$ cat config.mk
export PLATFORM = sky130hd
export DESIGN_NAME = clock_mode_power_manager
export DESIGN_NICKNAME = d
export VERILOG_FILES = /design/src/common/clock_power_pkg.sv /design/src/logic/bus_clock_switch.sv /design/src/logic/clock_mode_power_manager.sv
export SDC_FILE = /design/constraint.sdc
export NUM_CORES = 1
export LEC_CHECK = 0
export BUFFER_PORTS_ARGS = -buffer_cell sky130_fd_sc_hd__buf_2
export CORE_MARGIN = 1.5
export CORE_UTILIZATION = 35
export CTS_CLUSTER_SIZE = 8
export DETAILED_ROUTE_END_ITERATION = 8
export GPL_TIMING_DRIVEN = 0
export PLACE_DENSITY = 0.67
export SLEW_MARGIN = 5
export SYNTH_ARGS = -nofsm -noshare
export SYNTH_HDL_FRONTEND = slang
export SYNTH_SLANG_ARGS = --single-unit
export TNS_END_PERCENT = 100
$ cat constraint.sdc
create_clock -name clk_i -period 1.8 [get_ports clk_i]
set_input_delay 0.09 -clock clk_i [delete_from_list [all_inputs] [get_ports clk_i]]
set_output_delay 0.09 -clock clk_i [all_outputs]
set_load 0.01 [all_outputs]
$ cat src/common/clock_power_pkg.sv
// Constants, register map and carrier types of the clock and power-mode manager.
// Assumes a single 125 MHz system clock and a plain strobe-based register port.
package clock_power_pkg;

    // Register port geometry.
    localparam int ADDR_W = 4;
    localparam int DATA_W = 16;

    // Register offsets.
    localparam logic [3:0] OFS_CLKS = 4'h0;
    localparam logic [3:0] OFS_OSC = 4'h1;
    localparam logic [3:0] OFS_PLL = 4'h2;
    localparam logic [3:0] OFS_TRIM = 4'h3;
    localparam logic [3:0] OFS_STATUS = 4'h4;
    localparam logic [3:0] OFS_MODE = 4'h5;

    // Clock select register fields.
    localparam int CLKS_BUS_FROM_PLL = 7;
    localparam int CLKS_PSEUDO_STOP_SEL = 6;
    localparam int CLKS_WD_STOP_CLK_DIS = 5;
    localparam int CLKS_WD_SEL_HIGH = 4;
    localparam int CLKS_PT_PSEUDO_EN = 3;
    localparam int CLKS_WD_PSEUDO_EN = 2;
    localparam int CLKS_PT_CLK_SEL = 1;
    localparam int CLKS_WD_SEL_LOW = 0;
    localparam logic [7:0] CLKS_RESET = 8'h80;

    // Oscillator register fields.
    localparam int OSC_ENABLE_BIT = 7;
    localparam int OSC_REFERENCE_DIVIDER_LSB = 0;

    // PLL register fields and reset values (50 MHz oscillator on a 1 MHz reference).
    localparam int PLL_MULT_LSB = 0;
    localparam int PLL_POSTDIV_LSB = 8;
    localparam logic [7:0] PLL_MULT_RESET = 8'h32;
    localparam logic [4:0] POSTDIV_RESET = 5'h03;

    // Status register fields.
    localparam int ST_OSC_UP = 0;
    localparam int ST_LOCK = 1;
    localparam int ST_LOCK_FLAG = 2;
    localparam int ST_LOCK_IE = 3;
    localparam int ST_CAUSE_LSB = 8;

    // Timing.
    localparam int CLK_PERIOD_PS = 8000;
    localparam int RESET_HOLD_NS = 64;
    localparam int RESET_HOLD_CYC = (RESET_HOLD_NS * 1000 + CLK_PERIOD_PS - 1) / CLK_PERIOD_PS;
    localparam int SWITCH_GAP_NS = 16;
    localparam int SWITCH_GAP_CYC = (SWITCH_GAP_NS * 1000 + CLK_PERIOD_PS - 1) / CLK_PERIOD_PS;

    // Power modes.
    typedef enum logic [1:0] {
        MODE_RUN = 2'b00,
        MODE_FULL_STOP = 2'b01,
        MODE_PSEUDO_STOP = 2'b10
    } power_mode_t;

    // Counter clock sources.
    typedef enum logic [1:0] {
        SRC_IRC = 2'b00,
        SRC_OSC = 2'b01,
        SRC_RC = 2'b10
    } clk_src_t;

    // Register port request.
    typedef struct packed {
        logic wr;
        logic rd;
        logic [ADDR_W-1:0] addr;
        logic [DATA_W-1:0] wdata;
    } reg_req_t;

    // System reset sources, all active high.
    typedef struct packed {
        logic power_on;
        logic low_voltage;
        logic illegal_addr;
        logic watchdog_timeout;
        logic clock_monitor_fail;
        logic ext_pin;
    } reset_src_t;

endpackage : clock_power_pkg

$ cat src/logic/bus_clock_switch.sv
// Break-before-make gate sequencer for the bus clock switch.
// Assumes the gate outputs drive per-source clock gates in the clock tree.
`timescale 1ns/1ps
module bus_clock_switch #(
    parameter int GAP_CYC = clock_power_pkg::SWITCH_GAP_CYC
) (
    input wire logic clk_i, // System clock.
    input wire logic reset_i, // Synchronous reset, active high.
    input wire logic ce_i, // Clock enable.
    input wire logic sel_pll_i, // Wanted source: 1 PLL, 0 crystal.
    input wire logic pll_ready_i, // PLL output is running.
    input wire logic osc_ready_i, // Crystal clock is up.
    output logic pll_gate_o, // PLL clock gate open.
    output logic osc_gate_o // Crystal clock gate open.
);

    // Elaboration check: the gap must fit the 8-bit counter.
    if (GAP_CYC < 1 || GAP_CYC > 255) begin : g_gap_check
        $error("GAP_CYC out of range");
    end

    typedef struct packed {
        logic pll_gate;
        logic osc_gate;
        logic [7:0] gap;
    } sw_state_t;

    sw_state_t q;
    sw_state_t d;

    // Closes the active gate, waits the gap, then opens the new one once ready.
    always_comb begin
        d = q;
        if (ce_i) begin
            if ((q.pll_gate && !sel_pll_i) || (q.osc_gate && sel_pll_i)) begin
                d.pll_gate = 1'b0;
                d.osc_gate = 1'b0;
                d.gap = 8'(GAP_CYC);
            end else if (q.gap != 8'h00) begin
                d.gap = q.gap - 8'h01;
            end else if (!q.pll_gate && !q.osc_gate) begin
                d.pll_gate = sel_pll_i && pll_ready_i;
                d.osc_gate = !sel_pll_i && osc_ready_i;
            end
        end
    end

    // State register; PLL gate open from reset.
    always_ff @(posedge clk_i) begin
        if (reset_i) begin
            q <= '{pll_gate: 1'b1, osc_gate: 1'b0, gap: 8'h00};
        end else begin
            q <= d;
        end
    end

    assign pll_gate_o = q.pll_gate;
    assign osc_gate_o = q.osc_gate;
endmodule : bus_clock_switch

$ cat src/logic/clock_mode_power_manager.sv
// Clock source, power mode, reset source and trim manager.
// Assumes one 125 MHz clock, synchronous inputs and a strobe register port.
//
// Added by the designer: the register offsets and the strobed register port.
`timescale 1ns/1ps
module clock_mode_power_manager #(
    parameter int TRIM_W = 14,
    parameter int RESET_HOLD = clock_power_pkg::RESET_HOLD_CYC
) (
    input wire logic clk_i, // System clock.
    input wire logic reset_i, // Synchronous reset, active high.
    input wire logic ce_i, // Clock enable; low freezes all state.
    input wire clock_power_pkg::reg_req_t req_i, // Register port request.
    output logic [clock_power_pkg::DATA_W-1:0] rdata_o, // Read data, cycle after read.
    input wire logic stop_i, // CPU executes its stop instruction.
    input wire logic wake_i, // Wake-up event out of stop.
    input wire logic pll_lock_i, // PLL lock detector.
    input wire logic osc_up_i, // Crystal oscillator is up.
    input wire clock_power_pkg::reset_src_t reset_src_i, // Reset sources.
    input wire logic trim_valid_i, // Factory trim word from flash valid.
    input wire logic [TRIM_W-1:0] trim_value_i, // Factory trim word.
    output logic [TRIM_W-1:0] internal_ref_trim_o, // Reference trim value.
    output logic system_reset_o, // System reset request.
    output logic pll_enable_o, // PLL powered.
    output logic irc_enable_o, // Internal 1 MHz reference powered.
    output logic oscillator_active_o, // Crystal oscillator powered.
    output logic core_clocks_run_o, // Core, bus and debug clocks running.
    output logic lv_monitor_enable_o, // Low-voltage interrupt and reset enabled.
    output logic full_performance_o, // Regulator in full performance.
    output logic pll_gate_o, // Bus clock from PLL output.
    output logic osc_gate_o, // Bus clock from crystal clock.
    output logic pll_ref_external_o, // PLL reference from crystal.
    output logic [7:0] pll_mult_o, // PLL multiplier.
    output logic [4:0] pll_postdiv_o, // PLL post divider.
    output logic [3:0] reference_divider_o, // Crystal reference divider.
    output logic watchdog_count_en_o, // Watchdog counter runs.
    output clock_power_pkg::clk_src_t watchdog_src_o, // Watchdog clock source.
    output logic periodic_count_en_o, // Periodic timer counter runs.
    output clock_power_pkg::clk_src_t periodic_src_o, // Periodic timer clock source.
    output logic lock_irq_o // Lock change interrupt request.
);

    // Elaboration check: trim fits the data word, the hold fits its 8-bit counter.
    if (TRIM_W < 1 || TRIM_W > 16
            || RESET_HOLD < 1 || RESET_HOLD > 255) begin : g_param_check
        $error("parameter out of range");
    end

    typedef struct packed {
        clock_power_pkg::power_mode_t mode;
        logic [7:0] clks;
        logic osc_en;
        logic [3:0] ref_div;
        logic [7:0] pll_mult;
        logic [4:0] post_div;
        logic [TRIM_W-1:0] trim;
        logic trim_loaded;
        logic lock;
        logic lock_flag;
        logic lock_ie;
        logic osc_up;
        logic [5:0] causes;
        logic [7:0] hold;
        logic sys_reset;
        logic [clock_power_pkg::DATA_W-1:0] rdata;
        logic irq;
        logic pll_en;
        logic irc_en;
        logic osc_on;
        logic clocks_run;
        logic lv_en;
        logic wd_en;
        clock_power_pkg::clk_src_t wd_src;
        logic pt_en;
        clock_power_pkg::clk_src_t pt_src;
    } state_t;

    state_t q;
    state_t d;
    logic any_reset;
    logic [5:0] src_vec;

    // Register write predicate shared by every writable register.
    function automatic logic wr_hit(input clock_power_pkg::reg_req_t r, input logic [3:0] a);
        wr_hit = r.wr && (r.addr == a);
    endfunction : wr_hit

    // Low-voltage reset only counts while the monitors are enabled.
    always_comb begin
        src_vec = reset_src_i;
        if (q.mode != clock_power_pkg::MODE_RUN) begin
            src_vec[4] = 1'b0;
        end
        any_reset = |src_vec;
    end

    // Next-state logic for mode, registers, flags and derived controls.
    always_comb begin
        d = q;
        if (ce_i) begin
            // Software writes; wait mode needs no state of its own.
            if (wr_hit(req_i, clock_power_pkg::OFS_CLKS)) begin
                d.clks = req_i.wdata[7:0];
            end
            if (wr_hit(req_i, clock_power_pkg::OFS_OSC)) begin
                d.osc_en = req_i.wdata[clock_power_pkg::OSC_ENABLE_BIT];
                d.ref_div = req_i.wdata[clock_power_pkg::OSC_REFERENCE_DIVIDER_LSB +: 4];
            end
            if (wr_hit(req_i, clock_power_pkg::OFS_PLL)) begin
                d.pll_mult = req_i.wdata[clock_power_pkg::PLL_MULT_LSB +: 8];
                d.post_div = req_i.wdata[clock_power_pkg::PLL_POSTDIV_LSB +: 5];
            end
            // Factory trim loads once after reset; a software write wins afterwards.
            if (wr_hit(req_i, clock_power_pkg::OFS_TRIM)) begin
                d.trim = req_i.wdata[TRIM_W-1:0];
                d.trim_loaded = 1'b1;
            end else if (!q.trim_loaded && trim_valid_i) begin
                d.trim = trim_value_i;
                d.trim_loaded = 1'b1;
            end
            // Status clears first so a simultaneous event still sets its flag.
            if (wr_hit(req_i, clock_power_pkg::OFS_STATUS)) begin
                if (req_i.wdata[clock_power_pkg::ST_LOCK_FLAG]) begin
                    d.lock_flag = 1'b0;
                end
                d.lock_ie = req_i.wdata[clock_power_pkg::ST_LOCK_IE];
                d.causes = q.causes & ~req_i.wdata[clock_power_pkg::ST_CAUSE_LSB +: 6];
            end
            d.osc_up = osc_up_i;
            d.lock = pll_lock_i;
            if (pll_lock_i != q.lock) begin
                d.lock_flag = 1'b1;
            end
            d.irq = d.lock_flag && d.lock_ie;

            // System reset request stretched to a fixed length.
            d.causes = d.causes | src_vec;
            if (any_reset) begin
                d.hold = 8'(RESET_HOLD - 1);
                d.sys_reset = 1'b1;
            end else if (q.hold != 8'h00) begin
                d.hold = q.hold - 8'h01;
                d.sys_reset = 1'b1;
            end else begin
                d.sys_reset = 1'b0;
            end

            // Power-mode sequencing.
            case (q.mode)
                clock_power_pkg::MODE_RUN: begin
                    if (stop_i) begin
                        if (q.clks[clock_power_pkg::CLKS_PSEUDO_STOP_SEL] && q.osc_en) begin
                            d.mode = clock_power_pkg::MODE_PSEUDO_STOP;
                        end else begin
                            d.mode = clock_power_pkg::MODE_FULL_STOP;
                        end
                    end
                end
                clock_power_pkg::MODE_FULL_STOP: begin
                    if (wake_i) begin
                        d.mode = clock_power_pkg::MODE_RUN;
                        d.clks[clock_power_pkg::CLKS_BUS_FROM_PLL] = 1'b1;
                        d.clks[clock_power_pkg::CLKS_WD_SEL_LOW] = 1'b0;
                        d.clks[clock_power_pkg::CLKS_PT_CLK_SEL] = 1'b0;
                    end
                end
                clock_power_pkg::MODE_PSEUDO_STOP: begin
                    if (wake_i) begin
                        d.mode = clock_power_pkg::MODE_RUN;
                    end
                end
                default: begin
                    d.mode = clock_power_pkg::MODE_RUN;
                end
            endcase

            // Clock and power controls follow the next mode.
            d.pll_en = (d.mode == clock_power_pkg::MODE_RUN);
            d.irc_en = (d.mode == clock_power_pkg::MODE_RUN);
            d.clocks_run = (d.mode == clock_power_pkg::MODE_RUN);
            d.lv_en = (d.mode == clock_power_pkg::MODE_RUN);
            d.osc_on = d.osc_en && (d.mode != clock_power_pkg::MODE_FULL_STOP);

            // Watchdog clocking.
            if (d.clks[clock_power_pkg::CLKS_WD_SEL_HIGH]) begin
                d.wd_src = clock_power_pkg::SRC_RC;
                d.wd_en = (d.mode == clock_power_pkg::MODE_RUN)
                    || !d.clks[clock_power_pkg::CLKS_WD_STOP_CLK_DIS];
            end else if (d.mode == clock_power_pkg::MODE_PSEUDO_STOP) begin
                d.wd_src = clock_power_pkg::SRC_OSC;
                d.wd_en = d.clks[clock_power_pkg::CLKS_WD_PSEUDO_EN];
            end else begin
                d.wd_src = d.clks[clock_power_pkg::CLKS_WD_SEL_LOW] ?
                    clock_power_pkg::SRC_OSC : clock_power_pkg::SRC_IRC;
                d.wd_en = (d.mode == clock_power_pkg::MODE_RUN);
            end

            // Periodic timer clocking.
            if (d.mode == clock_power_pkg::MODE_PSEUDO_STOP) begin
                d.pt_src = clock_power_pkg::SRC_OSC;
                d.pt_en = d.clks[clock_power_pkg::CLKS_PT_PSEUDO_EN];
            end else begin
                d.pt_src = d.clks[clock_power_pkg::CLKS_PT_CLK_SEL] ?
                    clock_power_pkg::SRC_OSC : clock_power_pkg::SRC_IRC;
                d.pt_en = (d.mode == clock_power_pkg::MODE_RUN);
            end

            // Read data stand only in the cycle after the read strobe.
            d.rdata = '0;
            if (req_i.rd) begin
                case (req_i.addr)
                    clock_power_pkg::OFS_CLKS: d.rdata[7:0] = q.clks;
                    clock_power_pkg::OFS_OSC: begin
                        d.rdata[clock_power_pkg::OSC_ENABLE_BIT] = q.osc_en;
                        d.rdata[clock_power_pkg::OSC_REFERENCE_DIVIDER_LSB +: 4] = q.ref_div;
                    end
                    clock_power_pkg::OFS_PLL: begin
                        d.rdata[clock_power_pkg::PLL_MULT_LSB +: 8] = q.pll_mult;
                        d.rdata[clock_power_pkg::PLL_POSTDIV_LSB +: 5] = q.post_div;
                    end
                    clock_power_pkg::OFS_TRIM: d.rdata[TRIM_W-1:0] = q.trim;
                    clock_power_pkg::OFS_STATUS: begin
                        d.rdata[clock_power_pkg::ST_OSC_UP] = q.osc_up;
                        d.rdata[clock_power_pkg::ST_LOCK] = q.lock;
                        d.rdata[clock_power_pkg::ST_LOCK_FLAG] = q.lock_flag;
                        d.rdata[clock_power_pkg::ST_LOCK_IE] = q.lock_ie;
                        d.rdata[clock_power_pkg::ST_CAUSE_LSB +: 6] = q.causes;
                    end
                    clock_power_pkg::OFS_MODE: d.rdata[1:0] = q.mode;
                    default: d.rdata = '0;
                endcase
            end
        end
    end

    // State register with the reset image: PLL mode on the internal reference.
    always_ff @(posedge clk_i) begin
        if (reset_i) begin
            q <= '0;
            q.mode <= clock_power_pkg::MODE_RUN;
            q.clks <= clock_power_pkg::CLKS_RESET;
            q.pll_mult <= clock_power_pkg::PLL_MULT_RESET;
            q.post_div <= clock_power_pkg::POSTDIV_RESET;
            q.pll_en <= 1'b1;
            q.irc_en <= 1'b1;
            q.clocks_run <= 1'b1;
            q.lv_en <= 1'b1;
            q.wd_en <= 1'b1;
            q.pt_en <= 1'b1;
            q.wd_src <= clock_power_pkg::SRC_IRC;
            q.pt_src <= clock_power_pkg::SRC_IRC;
        end else begin
            q <= d;
        end
    end

    // Glitch-free switch between PLL output and crystal clock.
    bus_clock_switch #(
        .GAP_CYC(clock_power_pkg::SWITCH_GAP_CYC)
    ) u_switch (
        .clk_i(clk_i),
        .reset_i(reset_i),
        .ce_i(ce_i),
        .sel_pll_i(q.clks[clock_power_pkg::CLKS_BUS_FROM_PLL]),
        .pll_ready_i(q.pll_en),
        .osc_ready_i(q.osc_up && q.osc_on),
        .pll_gate_o(pll_gate_o),
        .osc_gate_o(osc_gate_o)
    );

    // Outputs straight from the state register.
    assign rdata_o = q.rdata;
    assign internal_ref_trim_o = q.trim;
    assign system_reset_o = q.sys_reset;
    assign pll_enable_o = q.pll_en;
    assign irc_enable_o = q.irc_en;
    assign oscillator_active_o = q.osc_on;
    assign core_clocks_run_o = q.clocks_run;
    assign lv_monitor_enable_o = q.lv_en;
    assign full_performance_o = q.clocks_run;
    assign pll_ref_external_o = q.osc_en;
    assign pll_mult_o = q.pll_mult;
    assign pll_postdiv_o = q.post_div;
    assign reference_divider_o = q.ref_div;
    assign watchdog_count_en_o = q.wd_en;
    assign watchdog_src_o = q.wd_src;
    assign periodic_count_en_o = q.pt_en;
    assign periodic_src_o = q.pt_src;
    assign lock_irq_o = q.irq;
endmodule : clock_mode_power_manager

==> run metrics, run 1 <==
Pleak=~2.7 nW; 1st-iter DRT viols=between 300 and 400; die area=between 0.01 and 0.015 mm^2; fin cells=about 860; grt met2 use=0.333; Root Driver=clkbuf_16; WL final=around 15000 um; RePlAce Congestion=0.942; clock share of power=0.348; mux share of post-synthesis cell area=0.134; Worst-Margin Slew=0.976 ns; Util after Layout=0.441; ANT cells=0; H-tree Lvls=3; number of flops mapped to enable cells by yosys=0; GRT met3 Usage=0.0520; post-synthesis adder-cell area fraction=0.0102; initial antenna violation count=0; largest net degree at the start of global routing=15; Synth Area in Compound Gates=0.186; busiest grt layer=met2; Placed Cells=846; Seq/Total Area, Yosys=0.378; Synth Area in XOR/XNOR=0.00888; Crit Path Category=reg -> reg; routed vias/inst=5.29; CTS Buf Count=9; WL/cell=17.6 um; internal power=0.00361 W; post-synthesis simple-gate area fraction=0.155; Tcrit/Tclk final=0.960; CORE AREA=~0.014 mm^2; clk sinks=93; layout cells sized above 1=0.327; clock skew=approximately 0.0070 ns; Total Routing Usage GR=0.210; Vias=4570; Critical R2R Launch=q[88]; Synth Register Bits=between 90 and 100; # nets final=around 730; Arr. time, crit path=about 2 ns; largest family of logic cells by synthesized area=compound AO/OA/AOI/OAI gates; CTS tree=built; Pwr Density=~840 mW/mm^2; Post-synth top flop=dfxtp_1; Hold Path Sink=q[40]; Avg Cell Area, Syn=roughly 8.9 um^2; Clock Latency Late Sink=around 0.35 ns; R2R cell count=5; Routed Antenna Nets=0; sequential share of power=0.448; Gate Count Post-Synth=roughly 560; Rows=43; IO Port Bufs=around 110; async set-reset flop share out of synthesis=0; status=completed; Tmin final=roughly 1.7 ns; Max Fclk=0.579 GHz; gr ovfl total=0; Initial Utilization=0.357; DRC viols=0; Gate power share=0.204; Area Overhead vs Synth=23.6%; hold path startpoint=reset_src_i[3]; worst r2r dst=q[34]; relative slew slack=0.349; startpoint types=flip-flop; vias in the first global route=4261; met1 Resource Use GR=0.282; TritonRoute pass-1 iters=5; Yosys cell types=about 60; Max-Cap Viols=0; Clock transition at path regs=~0.07 ns; # IOs=about 110; worst hold margin=around 0.0094 ns; worst min path class=in -> reg; Sw Share=0.295; fin. max-slew vios=0; Die W=122 um; Switch Pwr=~0.0015 W; Final Hold Viols=0; CP required=2.08 ns; Worst Hold Path Cells=3; Detail Placement HPWL=between 10000 and 15000 um; yosys warns=0; post-synthesis cell area=~0.005 mm^2; Final setup viols=0; Die H=between 100 and 150 um; worst reg2reg setup slack=a little over 0.07 ns; Crit. End Element=flip-flop; Bufs on Longest Clock Path=2; global-route wire length before repair=about 24000 um; CP max FO=8; maximum vdd drop=slightly below 0.5 mV
## kinds of logic (layout without fill, tap and decap cells)
group / Yosys count / count (layout)
simple gates: 149 / 149
flops: 93 / 93
xor+xnor: 5 / 5
mux: 59 / 59
fa+ha+maj: 4 / 4
buf+inv: 111 / 236
compound gates: 135 / 135
other cells: 1 / 3
## how the worst max path moves through the flow
stage                             start                endpoint  slack [ns]  cells after the start
after floorplan                   q[89]                   q[34]        0.01                      6
after global placement        req_i[17]  internal_ref_trim_o[7]       -0.42                      7
after detailed placement      req_i[17]  internal_ref_trim_o[3]       -0.41                      7
after CTS                 u_switch.q[0]     u_switch.pll_gate_o       0.007                      6
after global routing              q[29]                   q[30]       -0.01                      6
final                             q[88]                   q[34]        0.07                      5
## cell usage after synthesis, types with 3 or more instances
| cell | number | area, um^2 |
|---|---|---|
| or2_2 | 3 | 18.8 |
| and3_1 | 3 | 18.8 |
| a22o_1 | 3 | 26.3 |
| o21ai_0 | 17 | 85.1 |
| nand2_1 | 27 | 101 |
| dfxtp_1 | 93 | 1860 |
| ha_1 | 4 | 50.1 |
| a22oi_1 | 8 | 60.1 |
| nand2b_1 | 6 | 37.5 |
| or3_1 | 5 | 31.3 |
| a21oi_1 | 33 | 165 |
| nor3_1 | 6 | 30.0 |
| nor2b_1 | 12 | 75.1 |
| mux4_2 | 5 | 113 |
| o211ai_1 | 7 | 52.6 |
| inv_1 | 20 | 75.1 |
| nor3b_1 | 3 | 22.5 |
| a31oi_1 | 6 | 37.5 |
| or4_1 | 4 | 30.0 |
| a211oi_1 | 17 | 128 |
| mux2_2 | 4 | 45.0 |
| buf_4 | 55 | 413 |
| nand3_1 | 11 | 55.1 |
| o21a_1 | 4 | 30.0 |
| xor2_1 | 4 | 35.0 |
| buf_1 | 5 | 18.8 |
| nor2_1 | 48 | 180 |
| buf_2 | 4 | 20.0 |
| o2bb2ai_1 | 6 | 52.6 |
| o32ai_1 | 6 | 52.6 |
| nand4b_1 | 5 | 43.8 |
| a221oi_1 | 3 | 26.3 |
| mux2i_1 | 50 | 500 |
| o31ai_1 | 6 | 45.0 |
| nand3b_1 | 4 | 30.0 |
| nor4_1 | 4 | 25.0 |
| clkbuf_1 | 25 | 93.8 |
## critical path, cell delays in order (launching register included)
cell and delay (ns):
dfxtp_4 0.38, nor3b_1 0.08, or3_1 0.34, buf_2 0.19, or4_1 0.55, a21oi_2 0.12
## placed cells by master (no fill, tap or decap), drive strengths merged, types with 5 or more instances in the layout
cell type  synthesis  routed
a211oi            17      17
a21oi             33      33
a22oi              8       8
a31oi              6       6
buf               64     175
clkbuf            25      32
dfxtp             93      93
inv               20      20
mux2i             50      50
mux4               5       5
nand2             27      27
nand2b             6       6
nand3             11      11
nand4b             5       5
nor2              48      48
nor2b             12      12
nor3               6       6
o211ai             7       7
o21ai             18      18
o2bb2ai            6       6
o31ai              6       6
o32ai              6       6
or3                5       5
or4                5       5
## per-layer routing
metal,share of wire,wire length [um]
met1,0.44,6670
met4,0.021,323
met2,0.46,6980
met3,0.081,1230
met5,0,0
## stage by stage
step / setup TNS [ns] / total power [W] / setup WS [ns] / instance area [um^2]
after global routing: -0.0129 / 0.00535 / -0.0114 / 6090
after detailed placement: -13.46 / 0.00331 / -0.406 / 5700
after floorplan: 0 / 0.00300 / 0.0101 / 4940
after CTS: 0 / 0.00506 / 0.00662 / 6000
final: 0 / 0.00512 / 0.0715 / 6090
after global placement: -13.99 / 0.00330 / -0.417 / 5700
## power groups by stage
stage               Combinational, W  Sequential, W  Clock [W]
floorplan                   0.000698        0.00230          0
finish                       0.00105        0.00229    0.00178
detailed placement          0.000979        0.00233          0
global route                 0.00116        0.00231    0.00188
global placement            0.000969        0.00233          0
CTS                         0.000982        0.00228    0.00180
## cell type report
cell class	count	area (um^2)
sequential	93	1870
clock buffer	11	243
tap	180	225
multi-input combinational	355	2520
fill	1395	7730
buffer	86	542
timing repair buffer	113	588
inverter	22	82.6
clock inverter	4	25.0
## timing repair
| item | CTS | global route |
|---|---|---|
| setup buffers | 0 | 3 |
| hold buffers | 3 | 0 |
| endpoints found under the setup margin | 27 | 36 |
| pin swaps | 1 | 4 |
| resized for setup | 7 | 27 |
| hold endpoints to repair | 3 | 0 |
## registers in the layout (all words and copies together), names as in the netlist, 4 cells and up
register,cells
reference_divider_o,4
q,29
pll_postdiv_o,5
rdata_o,14
pll_mult_o,8
internal_ref_trim_o,14
u_switch.q,8
No activity file was read; power rests on OpenSTA's default activity.
==> run 2, diff against run 1 <==
--- a/config.mk
+++ b/config.mk
@@ -6,12 +6,13 @@
 export NUM_CORES = 1
 export LEC_CHECK = 0
 export BUFFER_PORTS_ARGS = -buffer_cell sky130_fd_sc_hd__buf_2
+export CORE_ASPECT_RATIO = 1.25
 export CORE_MARGIN = 1.5
-export CORE_UTILIZATION = 35
+export CORE_UTILIZATION = 49
 export CTS_CLUSTER_SIZE = 8
 export DETAILED_ROUTE_END_ITERATION = 8
 export GPL_TIMING_DRIVEN = 0
-export PLACE_DENSITY = 0.67
+export PLACE_DENSITY = 0.86
 export SLEW_MARGIN = 5
 export SYNTH_ARGS = -nofsm -noshare
 export SYNTH_HDL_FRONTEND = slang
==> run metrics, run 2 (same netlist as run 1, synthesis figures left out) <==
Arr. time, crit path=2.03 ns (+0.02 ns); clk sinks=93 (unchanged); worst min path class=in -> reg; Tcrit/Tclk final=0.982 (+0.0213); Detail Placement HPWL=11000 um (-1.2%); CTS Hold Buffers Added=0 (-3); CP top delay family=simple AND/OR/NAND/NOR gates; Root Driver=clkbuf_16; CTS Buf Count=9 (unchanged); routed vias/inst=5.85 (+11%); Pwr Density=869 mW/mm^2 (+3.4%); startpoint types=flip-flop; Crit. End Element=flip-flop; Clock Latency Late Sink=0.34 ns (about the same); CP required=2.07 ns (about the same); clock share of power=0.364 (+0.016); CTS tree=built; CP max FO=8 (unchanged); Area Overhead vs Synth=22.9%; largest register by flop count=q; Rows=40 (-7.0%); ANT cells=0 (unchanged); DRC viols=0 (unchanged); Total Routing Usage GR=0.278 (+0.0681); maximum vdd drop=0.581 mV (+19%); Switch Pwr=0.00151 W (+0.22%); Die W=92.7 um (-24%); sequential share of power=0.435 (-0.013); Bufs on Longest Clock Path=2 (unchanged); Vias=4758 (+4.1%); RePlAce Congestion=0.924 (-2.0%); CP max stage delay=0.54 ns (about the same); Tmin final=1.77 ns (+0.0383 ns); Largest register FFs=29 (unchanged); Crit-path slowest cell=or4_1; H-tree Lvls=3 (unchanged); Die H=115 um (-5.4%); largest net degree at the start of global routing=15 (unchanged); Initial Utilization=0.508 (+0.151); Routed Antenna Nets=0 (unchanged); die area=0.0107 mm^2 (-28%); Clock transition at path regs=0.06 ns (about the same); TritonRoute pass-1 iters=6 (+1); Crit Path Category=reg -> reg; 1st-iter DRT viols=405 (+28%); vias in the first global route=4596 (+7.9%); # IOs=114 (unchanged); worst hold margin=0.0131 ns (+0.00368 ns); Worst-Margin Slew=0.951 ns (-0.0254 ns); IO Port Bufs=107 (unchanged); internal power=0.00375 W (+3.9%); gr ovfl total=0 (unchanged); most frequent cells in the layout=buf_2, dfxtp_1, buf_4; WL/cell=18.5 um (+5.0%); crit path buf inv count=1 (unchanged); relative slew slack=0.366 (+0.0169); layout cells sized above 1=0.328 (about the same); global-route wire length before repair=23000 um (-2.5%); critical-path cell list=nor3b_1 -> or3_1 -> buf_4 -> or4_1 -> a21oi_2; Final Hold Viols=0 (unchanged); WL final=15000 um (-1.2%); fin. max-slew vios=0 (unchanged); status=completed; Gate power share=0.200 (-0.004); # nets final=736 (+0.27%); Util after Layout=0.624 (+0.183); CORE AREA=0.00971 mm^2 (-30%); Max Fclk=0.566 GHz (-2.2%); initial antenna violation count=0 (unchanged); Pleak=2.73 nW (+0.51%); commonest non-fill, non-tap cell in the layout=buf_2; clock skew=0.00703 ns (+0.0000650 ns); Final setup viols=0 (unchanged); worst reg2reg setup slack=0.03 ns (-0.04 ns); Sw Share=0.287 (-0.00737); Max-Cap Viols=0 (unchanged)
## run 2: through the flow
stage | std cells | instance area, um^2 | total power [W] | worst slack (ns) | setup TNS, ns
5_1_grt | 813 | 6060 | 0.00547 | -0.0169 | -0.0176
3_5_place_dp | 792 | 5630 | 0.00332 | -0.333 | -11.48
6_report | 813 | 6060 | 0.00526 | 0.0332 | 0
3_3_place_gp | 792 | 5630 | 0.00326 | -0.305 | -8.87
2_1_floorplan | 559 | 4940 | 0.00300 | 0.0101 | 0
4_1_cts | 806 | 5940 | 0.00521 | -0.0554 | -0.0554
## run 2: area by class of cell
cell class | count | area (um^2)
Inverter | 22 | 82.6
Clock buffer | 13 | 250
Buffer | 86 | 542
Clock inverter | 3 | 45.0
Sequential cell | 93 | 1870
Fill cell | 812 | 3650
Multi-Input combinational cell | 355 | 2520
Timing Repair Buffer | 115 | 596
Tap cell | 126 | 158
## run 2: path summary, 6_finish.rpt
path | from | end | depth (start not counted)
setup reg to reg | q[89] | q[34] | 5
hold reg to reg | system_reset_o | system_reset_o | 2
hold / removal | reset_src_i[0] | q[37] | 3
setup / recovery | q[89] | q[34] | 5
## run 2: worst register-to-register path: stages, from the launching register on
cell and delay, ns:
dfxtp_4 0.39, nor3b_1 0.08, or3_1 0.37, buf_4 0.18
or4_1 0.54, a21oi_2 0.14
## run 2: repair_timing
item	CTS	global route
buffers inserted	0	8
resized for setup	7	24
setup endpoints to repair	24	37
pin swaps	1	3
## run 2: power by group through the flow
stage	Combinational, W	Clock [W]	Sequential (W)
CTS	0.00100	0.00192	0.00229
detailed placement	0.000988	0	0.00233
finish	0.00105	0.00192	0.00229
global placement	0.000942	0	0.00232
global route	0.00115	0.00202	0.00230
floorplan	0.000698	0	0.00230
## run 2: metal layers
metal | global-route usage | part of all wire
met5 | 0 | 0
met4 | 0.169 | 0.042
met3 | 0.0496 | 0.069
met2 | 0.475 | 0.51
met1 | 0.324 | 0.38
==> run 3, diff against run 2 <==
--- a/config.mk
+++ b/config.mk
@@ -9,10 +9,11 @@
 export CORE_ASPECT_RATIO = 1.25
 export CORE_MARGIN = 1.5
 export CORE_UTILIZATION = 49
-export CTS_CLUSTER_SIZE = 8
+export CTS_CLUSTER_SIZE = 24
 export DETAILED_ROUTE_END_ITERATION = 8
 export GPL_TIMING_DRIVEN = 0
 export PLACE_DENSITY = 0.86
+export RECOVER_POWER = 100
 export SLEW_MARGIN = 5
 export SYNTH_ARGS = -nofsm -noshare
 export SYNTH_HDL_FRONTEND = slang
==> run metrics, run 3 (same netlist as run 1, synthesis figures left out) <==
Crit. End Element=flip-flop; largest register by flop count=q; RePlAce Congestion=0.924 (unchanged); Worst-Margin Slew=0.981 ns (+0.0304 ns); relative slew slack=0.346 (-0.0203); WL final=15100 um (+0.74%); Gate power share=0.199 (about the same); Tcrit/Tclk final=0.973 (-0.00818); ANT cells=0 (unchanged); Final setup viols=0 (unchanged); Max Fclk=0.571 GHz (+0.84%); most frequent cells in the layout=dfxtp_1, clkbuf_1, buf_2; CTS Buf Count=9 (unchanged); Crit-path slowest cell=or4_1; largest net degree at the start of global routing=15 (unchanged); global-route wire length before repair=23000 um (unchanged); Clock transition at path regs=0.06 ns (about the same); Util after Layout=0.618 (-0.00593); CTS tree=built; layout cells sized above 1=0.263 (-0.0640); PnR worst setup slack=0.0479 ns (+0.0147 ns); # nets final=736 (unchanged); Clock Latency Late Sink=0.35 ns (about the same); Vias=4805 (+0.99%); Largest register FFs=29 (unchanged); crit path buf inv count=1 (unchanged); clk sinks=93 (unchanged); maximum vdd drop=0.588 mV (+1.2%); design area=0.00600 mm^2 (-0.95%); 1st-iter DRT viols=437 (+7.9%); status=completed; Initial Utilization=0.508 (unchanged); TritonRoute pass-1 iters=6 (unchanged); gr ovfl total=0 (unchanged); Tot Pwr=0.00527 W (about the same); filler cell count in the final layout=829 (+2.1%); clock skew=0.00698 ns (-0.0000544 ns); Max-Cap Viols=0 (unchanged); CP top delay family=simple AND/OR/NAND/NOR gates; clock share of power=0.366 (+0.002); Sw Share=0.289 (+0.00191); Area Overhead vs Synth=21.7%; Routed Antenna Nets=0 (unchanged); post-placement setup slack=-0.333 ns (unchanged); Final Hold Viols=0 (unchanged); Bufs on Longest Clock Path=2 (unchanged); CP required=2.07 ns (about the same); Switch Pwr=0.00152 W (+0.71%); Rows=40 (unchanged); Crit Path Category=reg -> reg; CP max stage delay=0.53 ns (about the same); Arr. time, crit path=2.02 ns (about the same); IO Port Bufs=107 (unchanged); WL/cell=18.6 um (+0.74%); routed vias/inst=5.91 (+0.99%); CP max FO=8 (unchanged); CORE AREA=0.00971 mm^2 (unchanged); Pleak=2.56 nW (-6.3%); internal power=0.00374 W (-0.23%); Tmin final=1.75 ns (-0.0147 ns); sequential share of power=0.435 (about the same); placed inst area=0.00563 mm^2 (unchanged); DRC viols=0 (unchanged); commonest non-fill, non-tap cell in the layout=dfxtp_1; # IOs=114 (unchanged); startpoint types=flip-flop; die area=0.0107 mm^2 (unchanged); Pwr Density=878 mW/mm^2 (+1.0%); Die H=115 um (unchanged); CTS Hold Buffers Added=0 (unchanged); H-tree Lvls=3 (unchanged); Root Driver=clkbuf_16; Detail Placement HPWL=11000 um (unchanged); Die W=92.7 um (unchanged); fin. max-slew vios=0 (unchanged); vias in the first global route=4596 (unchanged); initial antenna violation count=0 (unchanged); Total Routing Usage GR=0.278 (unchanged); worst min path class=in -> reg; critical-path cell list=nor3b_1 -> or3_1 -> buf_4 -> or4_1 -> a21oi_2
-- run 3: changes by cell type in the layout (fill, tap and decap cells not counted) --
| cell | delta |
|---|---|
| clkbuf_2 | +1 |
| clkbuf_1 | +47 |
| clkbuf_4 | +23 |
| buf_2 | -44 |
| and2_0 | +1 |
| buf_4 | -24 |
| and2_1 | -1 |
| buf_1 | -3 |
-- run 3: per-stage QoR --
step | cells | setup TNS (ns) | hold WS (ns)
floorplan | 559 | 0 | 0.215
global placement | 792 | -8.87 | 0.352
detailed placement | 792 | -11.48 | 0.368
CTS | 806 | -0.0554 | 0.00956
global route | 813 | -0.0176 | 0.0268
finish | 813 | 0 | 0.00767
-- run 3: final cells by class --
cell class / count / area (um^2) / area share
tap: 126 / 158 / 0.0263
sequential: 93 / 1870 / 0.312
multi-input combinational: 355 / 2520 / 0.419
timing repair buffer: 115 / 538 / 0.0897
buffer: 86 / 542 / 0.0903
clock inverter: 3 / 45.0 / 0.00751
clock buffer: 13 / 250 / 0.0417
inverter: 22 / 82.6 / 0.0138
-- run 3: tightest hold or removal path, stage by stage --
cell and delay (ns):
buf_2 0.11, nand2_1 0.06, a21oi_1 0.05
-- run 3: power groups by stage --
stage / combinational, W / sequential, W / clock, W
finish: 0.00105 / 0.00229 / 0.00193
global route: 0.00114 / 0.00230 / 0.00202
CTS: 0.00100 / 0.00229 / 0.00192
detailed placement: 0.000988 / 0.00233 / 0
global placement: 0.000942 / 0.00232 / 0
floorplan: 0.000698 / 0.00230 / 0
-- run 3: final timing paths --
| path | startpoint | depth (start not counted) | to | slack (ns) |
|---|---|---|---|---|
| worst min-delay path | reset_src_i[0] | 3 | q[37] | 0.008 |
| worst max register to register | q[89] | 5 | q[34] | 0.05 |
| worst min register to register | system_reset_o | 2 | system_reset_o | 0.47 |
| worst max-delay path | q[89] | 5 | q[34] | 0.05 |
-- run 3: layer usage --
layer  track usage  vias to the layer above  share of wire
met5             0                        -              0
met4         0.169                        0          0.044
met3        0.0496                       56          0.072
met2         0.475                      240           0.50
met1         0.324                     2312           0.39
li1              -                     2197              -
-- run 3: repair_timing --
action / 4_1_cts / 5_1_grt
gates resized for setup: 7 / 24
setup endpoints to repair: 24 / 37
pin swaps: 1 / 3
setup buffers: 0 / 8
